File: src/include/csc_pkg.sv
package csc_pkg;

  // 7-bit port address offsets (page 0 unless noted)
  localparam logic [6:0] ADDR_LOCK_CRIT  = 7'h72;
  localparam logic [6:0] ADDR_TRIM_B0    = 7'h73;
  localparam logic [6:0] ADDR_TRIM_B3    = 7'h76;
  localparam logic [6:0] ADDR_FILTER     = 7'h77;
  localparam logic [6:0] ADDR_PHASE      = 7'h78;
  localparam logic [6:0] ADDR_PAGE       = 7'h7F;

  // Reset values
  localparam logic [7:0]  RST_LOCK_CRIT  = 8'hAA;
  localparam logic [31:0] RST_TRIM       = 32'h046A_AAAB;
  localparam logic [7:0]  RST_FILTER     = 8'h00;
  localparam logic [7:0]  RST_PHASE      = 8'h00;
  localparam logic [7:0]  RST_PAGE       = 8'h00;

  // Field positions
  localparam int LOCK_CRIT_MSB = 1;
  localparam int FILTER_BIT    = 0;
  localparam int PAGE_BIT      = 0;

  localparam int NUM_SYNTH = 4;

  // Clock and lock-criterion timing
  localparam int CLK_HZ     = 20_000_000;
  localparam int CLK_NS     = 50;
  localparam int PHASE_STEPS = 256;

  typedef enum logic [1:0] {
    LOCK_36US_10S = 2'b00,
    LOCK_1US_1S   = 2'b01,
    LOCK_10US_1S  = 2'b10,
    LOCK_10US_10S = 2'b11
  } csc_crit_t;

  // Phase error limits in nanoseconds
  localparam logic [31:0] LIM_36US_NS = 32'h0000_8CA0;
  localparam logic [31:0] LIM_10US_NS = 32'h0000_2710;
  localparam logic [31:0] LIM_1US_NS  = 32'h0000_03E8;
  // Observation windows in seconds
  localparam int WIN_LONG_S  = 10;
  localparam int WIN_SHORT_S = 1;

  typedef struct packed {
    logic       wrEn;
    logic       rdEn;
    logic [6:0] addr;
    logic [7:0] wdata;
  } csc_req_t;

  typedef struct packed {
    csc_crit_t   lockCrit;
    logic [31:0] freqTrim;
    logic        useIntFilter;
    logic [7:0]  phaseAdvance;
  } csc_cfg_t;

endpackage : csc_pkg

File: src/rtl/csc_config_regs.sv
`timescale 1ns/1ps
module csc_config_regs #(
  parameter int SEC_CYCLES = csc_pkg::CLK_HZ
) (
  // Clock and reset
  input  wire logic               core_clk,
  input  wire logic               rst_b,
  // Register port from the serial interface logic
  input  wire csc_pkg::csc_req_t  regReq,
  output logic [7:0]              regRdata,
  output logic                    regRvalid,
  output logic                    upperPage,
  // Phase error from the digital PLL
  input  wire logic               errValid,
  input  wire logic [31:0]        phaseErrNs,
  // Configuration to the synthesizers
  output csc_pkg::csc_cfg_t       synthCfg [csc_pkg::NUM_SYNTH],
  output logic                    lockFail
);
  import csc_pkg::*;

  logic       rstMeta_ff;
  logic       rstSyncB;
  logic       rstSync_ff;

  // Reset released through two flops
  always_ff @(posedge core_clk or negedge rst_b) begin
    if (!rst_b) begin
      rstMeta_ff <= 1'b0;
      rstSync_ff <= 1'b0;
    end else begin
      rstMeta_ff <= 1'b1;
      rstSync_ff <= rstMeta_ff;
    end
  end
  assign rstSyncB = rstSync_ff;

  logic [7:0]  lockCrit_ff,  nxt_lockCrit;
  logic [31:0] freqTrim_ff,  nxt_freqTrim;
  logic [7:0]  filterSel_ff, nxt_filterSel;
  logic [7:0]  phaseAdv_ff,  nxt_phaseAdv;
  logic [7:0]  page_ff,      nxt_page;
  logic [7:0]  rdata_ff,     nxt_rdata;
  logic        rvalid_ff,    nxt_rvalid;
  logic        pageHi;
  logic        isPageReg;
  logic        onPage0;
  logic [1:0]  trimByte;

  assign pageHi    = page_ff[PAGE_BIT];
  // Page register sits outside the paged space so the host can always return
  assign isPageReg = (regReq.addr == ADDR_PAGE);
  // Upper page locations live in other blocks; here only page 0 decodes
  assign onPage0   = !pageHi;
  assign trimByte  = 2'(regReq.addr - ADDR_TRIM_B0);

  always_comb begin
    nxt_lockCrit  = lockCrit_ff;
    nxt_freqTrim  = freqTrim_ff;
    nxt_filterSel = filterSel_ff;
    nxt_phaseAdv  = phaseAdv_ff;
    nxt_page      = page_ff;
    nxt_rdata     = rdata_ff;
    nxt_rvalid    = 1'b0;
    if (regReq.wrEn) begin
      if (isPageReg) begin
        nxt_page = regReq.wdata;
      end else if (onPage0) begin
        case (regReq.addr)
          ADDR_LOCK_CRIT: nxt_lockCrit  = regReq.wdata;
          ADDR_FILTER:    nxt_filterSel = regReq.wdata;
          ADDR_PHASE:     nxt_phaseAdv  = regReq.wdata;
          default: begin
            if (regReq.addr >= ADDR_TRIM_B0 && regReq.addr <= ADDR_TRIM_B3) begin
              // Byte 0x73 is the most significant byte of the trim word
              case (trimByte)
                2'd0:    nxt_freqTrim[31:24] = regReq.wdata;
                2'd1:    nxt_freqTrim[23:16] = regReq.wdata;
                2'd2:    nxt_freqTrim[15:8]  = regReq.wdata;
                default: nxt_freqTrim[7:0]   = regReq.wdata;
              endcase
            end
          end
        endcase
      end
    end
    if (regReq.rdEn) begin
      nxt_rvalid = 1'b1;
      nxt_rdata  = 8'h00;
      if (isPageReg) begin
        nxt_rdata = page_ff;
      end else if (onPage0) begin
        case (regReq.addr)
          ADDR_LOCK_CRIT: nxt_rdata = lockCrit_ff;
          ADDR_FILTER:    nxt_rdata = filterSel_ff;
          ADDR_PHASE:     nxt_rdata = phaseAdv_ff;
          default: begin
            if (regReq.addr >= ADDR_TRIM_B0 && regReq.addr <= ADDR_TRIM_B3) begin
              case (trimByte)
                2'd0:    nxt_rdata = freqTrim_ff[31:24];
                2'd1:    nxt_rdata = freqTrim_ff[23:16];
                2'd2:    nxt_rdata = freqTrim_ff[15:8];
                default: nxt_rdata = freqTrim_ff[7:0];
              endcase
            end
          end
        endcase
      end
    end
  end

  always_ff @(posedge core_clk or negedge rstSyncB) begin
    if (!rstSyncB) begin
      lockCrit_ff  <= RST_LOCK_CRIT;
      freqTrim_ff  <= RST_TRIM;
      filterSel_ff <= RST_FILTER;
      phaseAdv_ff  <= RST_PHASE;
      page_ff      <= RST_PAGE;
      rdata_ff     <= 8'h00;
      rvalid_ff    <= 1'b0;
    end else begin
      lockCrit_ff  <= nxt_lockCrit;
      freqTrim_ff  <= nxt_freqTrim;
      filterSel_ff <= nxt_filterSel;
      phaseAdv_ff  <= nxt_phaseAdv;
      page_ff      <= nxt_page;
      rdata_ff     <= nxt_rdata;
      rvalid_ff    <= nxt_rvalid;
    end
  end

  assign regRdata  = rdata_ff;
  assign regRvalid = rvalid_ff;
  assign upperPage = pageHi;

  // Trim range is the host's duty; no clamping so NCO sweeps stay exact
  genvar s;
  generate
    for (s = 0; s < NUM_SYNTH; s++) begin : g_synth
      // Every synthesizer gets the same trim and phase word
      assign synthCfg[s].lockCrit     = csc_crit_t'(lockCrit_ff[LOCK_CRIT_MSB:0]);
      assign synthCfg[s].freqTrim     = freqTrim_ff;
      assign synthCfg[s].useIntFilter = filterSel_ff[FILTER_BIT];
      assign synthCfg[s].phaseAdvance = phaseAdv_ff;
    end
  endgenerate

  csc_lock_eval #(
    .SEC_CYCLES (SEC_CYCLES)
  ) u_lock_eval (
    .clk        (core_clk),
    .rstSyncB   (rstSyncB),
    .crit       (csc_crit_t'(lockCrit_ff[LOCK_CRIT_MSB:0])),
    .errValid   (errValid),
    .phaseErrNs (phaseErrNs),
    .lockFail   (lockFail)
  );

endmodule : csc_config_regs

File: src/rtl/csc_lock_eval.sv
`timescale 1ns/1ps
module csc_lock_eval #(
  parameter int SEC_CYCLES = 20_000_000
) (
  // Clock and reset
  input  wire logic                clk,
  input  wire logic                rstSyncB,
  // Criterion and phase error
  input  wire csc_pkg::csc_crit_t  crit,
  input  wire logic                errValid,
  input  wire logic [31:0]         phaseErrNs,
  // Result
  output logic                     lockFail
);
  import csc_pkg::*;

  logic [31:0] limitNs;
  logic [3:0]  winSec;
  logic        errOk;
  logic [31:0] cycCnt_ff, nxt_cycCnt;
  logic [3:0]  secCnt_ff, nxt_secCnt;
  logic        lockFail_ff, nxt_lockFail;
  csc_crit_t   critSeen_ff, nxt_critSeen;

  always_comb begin
    case (crit)
      LOCK_36US_10S: begin limitNs = LIM_36US_NS; winSec = 4'(WIN_LONG_S);  end
      LOCK_1US_1S:   begin limitNs = LIM_1US_NS;  winSec = 4'(WIN_SHORT_S); end
      LOCK_10US_1S:  begin limitNs = LIM_10US_NS; winSec = 4'(WIN_SHORT_S); end
      LOCK_10US_10S: begin limitNs = LIM_10US_NS; winSec = 4'(WIN_LONG_S);  end
      default:       begin limitNs = LIM_36US_NS; winSec = 4'(WIN_LONG_S);  end
    endcase
  end

  // Error magnitude is unsigned; an invalid sample counts as a violation
  assign errOk = errValid && (phaseErrNs < limitNs);

  always_comb begin
    nxt_cycCnt   = cycCnt_ff;
    nxt_secCnt   = secCnt_ff;
    nxt_lockFail = lockFail_ff;
    nxt_critSeen = crit;
    // Restart the window on any violation or a change of criterion
    if (!errOk || (crit != critSeen_ff)) begin
      nxt_cycCnt   = '0;
      nxt_secCnt   = '0;
      nxt_lockFail = 1'b1;
    end else if (secCnt_ff >= winSec) begin
      nxt_lockFail = 1'b0;
    end else if (cycCnt_ff == 32'(SEC_CYCLES - 1)) begin
      nxt_cycCnt = '0;
      nxt_secCnt = secCnt_ff + 4'h1;
    end else begin
      nxt_cycCnt = cycCnt_ff + 32'h0000_0001;
    end
  end

  always_ff @(posedge clk or negedge rstSyncB) begin
    if (!rstSyncB) begin
      cycCnt_ff   <= '0;
      secCnt_ff   <= '0;
      lockFail_ff <= 1'b1;
      critSeen_ff <= LOCK_36US_10S;
    end else begin
      cycCnt_ff   <= nxt_cycCnt;
      secCnt_ff   <= nxt_secCnt;
      lockFail_ff <= nxt_lockFail;
      critSeen_ff <= nxt_critSeen;
    end
  end

  assign lockFail = lockFail_ff;

endmodule : csc_lock_eval
File: config.mk
export PLATFORM = sky130hd
export DESIGN_NAME = csc_config_regs
export DESIGN_NICKNAME = d
export VERILOG_FILES = /design/src/include/csc_pkg.sv /design/src/rtl/csc_config_regs.sv /design/src/rtl/csc_lock_eval.sv
export SDC_FILE = /design/constraint.sdc
export NUM_CORES = 1
export LEC_CHECK = 0
export BUFFER_PORTS_ARGS = -buffer_cell sky130_fd_sc_hd__buf_2
export CORE_MARGIN = 4
export CORE_UTILIZATION = 35
export DETAILED_ROUTE_END_ITERATION = 16
export PLACE_DENSITY_LB_ADDON = 0.12
export SYNTH_ARGS = -nofsm -noshare
export SYNTH_HDL_FRONTEND = slang
export SYNTH_SLANG_ARGS = --single-unit
File: constraint.sdc
create_clock -name core_clk -period 3.7 [get_ports core_clk]
set_input_delay 0.185 -clock core_clk [delete_from_list [all_inputs] [get_ports core_clk]]
set_output_delay 0.185 -clock core_clk [all_outputs]
set_load 0.01 [all_outputs]
==> run_results.csv <==
group,metric,value,unit
timing,fin_ws,0.4197,ns
pwr,seqPwrFrac,39.8,%
cts,cts_sinks,114,
timing,finalMaxSlewViolations,0,
pwr,swShare,27.74,%
pwr,power_density,445.5,mW/mm2
placed_design,gp_congestion,0.7701,
setup_path,worstSetupEndpointType,"flip-flop",
grt,grt_pass1_wl,27810,um
logic_synthesis,synth.distinct_cells,62,
floorplan,io_pins,235,
timing,min_period_over_period,88.66,%
final_layout,stdcell_count,1024,
setup_path,rrSetupSlack,0.42,ns
pwr,leakagePower,3.958,nW
setup_path,critical_path_class,"flip-flop to flip-flop",
cts,h-tree-depth,4,
grt,grt_max_degree,39,
drt,wirelength,17650,um
logic_synthesis,yosysTopAreaCell,"dfrtp_1",
cts,post-cts-setup-buffers,0,
grt,grt_use_total,16.01,%
logic_synthesis,avgSynthCellArea,10.89,um2
logic_synthesis,synth_edf_count,0,
grt,overflow,0,
setup_path,required,4.03,ns
timing,worstMarginPinSlew,0.9699,ns
logic_synthesis,synth_ff_type,"dfrtp_1",
timing,setup_viol,0,
pwr,p_int,0.002578,W
setup_path,r2r_start,"lockCrit_ff[1]",
floorplan,core,0.01946,mm2
logic_synthesis,yosys_warnings,0,
grt,grt_pass1_vias,4962,
logic_synthesis,synth_top_area_share,34.33,%
logic_synthesis,synth_area,0.006925,mm2
floorplan,initial_core_util,35.58,%
drt,drt-initial-drc-count,217,
timing,finalSetupTns,0,ns
timing,rsz0062_at_grt,"no",
floorplan,rows,51,
drt,vias_per_cell,4.912,
logic_synthesis,yosysSeqAreaShare,41.54,%
pwr,comb_power_share,14.5,%
timing,max_freq,304.9,MHz
worst_hold_path,hp-start,"regReq[1]",
floorplan,dieArea,0.02210,mm2
setup_path,startpoint,"lockCrit_ff[1]",
cts,cts_root_buf,"clkbuf_16",
final_layout,fin_nets,816,
placed_design,hpwlAfterDp,12850,um
placed_design,portBuffers,231,
drt,ant_nets,0,
final_layout,antennaDiodeCount,0,
setup_path,critPathMaxFanout,12,
logic_synthesis,synth.most_common_cell,"buf_4",
logic_synthesis,synth.area.top_cells,"dfrtp_1 34%, buf_4 14%, dfstp_2 7.2%",
cts,path_clk_slew,0.05,ns
timing,fin_crit,3.280,ns
placed_design,dp.cells,991,
cts,clk_latency,0.41,ns
cts,cts_tree,"done",
outcome,status,"finished, final reports clean",
cts,cts_buffer_depth,2,
logic_synthesis,syn_inst,636,
grt,antenna_found_initial,1,
drt,drcViolationCount,0,
drt,wl_per_cell,17.24,um
final_layout,drive_gt1_share,48.09,%
logic_synthesis,synth_common_cells,"132 x buf_4, 95 x dfrtp_1, 43 x nor2_1, 40 x mux2_2",
cts,numCtsBuffers,17,
drt,dr.pass1.iters,4,
pwr,p_clk_share,45.7,%
pwr,p_switching,0.0009895,W
worst_hold_path,hp-class,"input port to flip-flop",
timing,slew_headroom,35.10,%
setup_path,arrival,3.61,ns
floorplan,die_y,148.7,um
logic_synthesis,synthArstFlopShare,100.0,%
placed_design,pre_cts_ws,0.4173,ns
floorplan,dieWidth,148.7,um
drt,num_vias,5030,
logic_synthesis,syn-num-nets,706,
flow_run,cap_violations,0,
setup_path,startpoint_type,"flip-flop",
timing,skew,0.006305,ns
pwr,max-vdd-ir-drop,316.4,uV
timing,hold_viol,0,
logic_synthesis,ys_seq_elements,114,
final_layout,syn_to_final_growth,15.63,%
[power by group through the flow]
| stage | clock [W] | combinational [W] | sequential (W) |
|---|---|---|---|
| 3_3_place_gp | 0 | 0.000525 | 0.00144 |
| 4_1_cts | 0.00167 | 0.000530 | 0.00142 |
| 5_1_grt | 0.00174 | 0.000569 | 0.00144 |
| 6_report | 0.00163 | 0.000518 | 0.00142 |
| 2_1_floorplan | 0 | 0.000412 | 0.00145 |
| 3_5_place_dp | 0 | 0.000528 | 0.00144 |
[kinds of logic after synthesis]
kind of cell	count (synthesis)	share of synthesized area, %
and+or+nand+nor	169	13.82
adders and majority gates	18	3.252
xor gates and xnor gates	30	3.794
other	1	0.05415
muxes	72	12.97
AOI/OAI and AO/OA	73	8.383
buffers and inverters	159	16.19
DFF	114	41.54
[placed cells by master (no fill, tap or decap), drive strengths merged, types with 3 or more instances in the layout]
master,netlist,routed
nand4,11,11
o21ai,7,7
a21oi,20,20
ha,18,18
nor2,50,50
dfrtp,95,95
and3,10,10
nor3,6,6
mux4,8,8
mux2,62,62
a22oi,9,9
and2,4,4
o22a,7,7
xnor2,8,8
nand2b,4,4
buf,139,242
a31oi,3,3
o311ai,7,7
nor4,5,5
clkbuf,13,18
nor4b,5,5
clkinv,0,5
a21o,3,3
a211oi,3,3
or3,4,4
inv,7,11
a211o,3,3
a2111oi,3,3
xor2,22,22
and4,7,7
nand2,27,27
nand3,27,27
dfstp,19,19
clkinvlp,0,3
[sequential cells by signal, indices dropped and copies added, names as in the netlist]
name and flops:
rstSyncB 1, u_lock_eval.critSeen_ff 2, u_lock_eval.secCnt_ff 4, u_lock_eval.cycCnt_ff 32, u_lock_eval.lockFail 1, regRvalid 1, regRdata 8, freqTrim_ff 32
lockCrit_ff 8, phaseAdv_ff 8, page_ff 8, filterSel_ff 8, rstMeta_ff 1
[cell type report]
type | count | area, um2
Fill cell | 1893 | 11450
Multi-Input combinational cell | 363 | 2928
Sequential cell | 114 | 2880
Timing Repair Buffer | 243 | 1249
Clock buffer | 18 | 439.2
Tap cell | 265 | 331.6
Clock inverter | 14 | 153.9
Inverter | 7 | 26.28
[stage by stage]
step	total power, W	hold WS [ns]	instance area (um2)	utilization (%)
6_report	0.003567	0.07945	8008	41.14
3_3_place_gp	0.001963	-0.02814	7405	38.05
3_5_place_dp	0.001972	-0.02485	7405	38.05
5_1_grt	0.003749	0.05861	8008	41.14
2_1_floorplan	0.001863	-0.1106	6925	-
4_1_cts	0.003627	0.05463	8008	41.14
[final timing paths]
check | endpoint | cells after the start
max | u_lock_eval.cycCnt_ff[9] | 9
min in group asynchronous | rstSyncB | 2
min | lockCrit_ff[1] | 3
max in group asynchronous | u_lock_eval.lockFail | 1
min reg2reg | filterSel_ff[1] | 0
max reg2reg | u_lock_eval.cycCnt_ff[9] | 9
[metal layers]
metal	global-route usage (%)	vias to the layer above	routed length (um)
li1	-	2359	-
met1	19.13	2509	7182
met2	29.03	144	9317
met3	3.900	16	987
met4	3.741	2	150
met5	0	-	11
[critical path, stage by stage, from the launching register on]
cell and delay, ns:
dfstp_2 0.63, inv_1 0.13, ha_1 0.36, ha_1 0.30, nand2b_1 0.14, a211o_1 0.38, a21o_1 0.36, a21o_1 0.25
or4_1 0.51, a21oi_1 0.14
[timing repair]
action                    CTS  global route
hold buffers                1             0
hold endpoints to repair    2             0
resized for setup           0             0
Power figures use the tool's default switching activity.
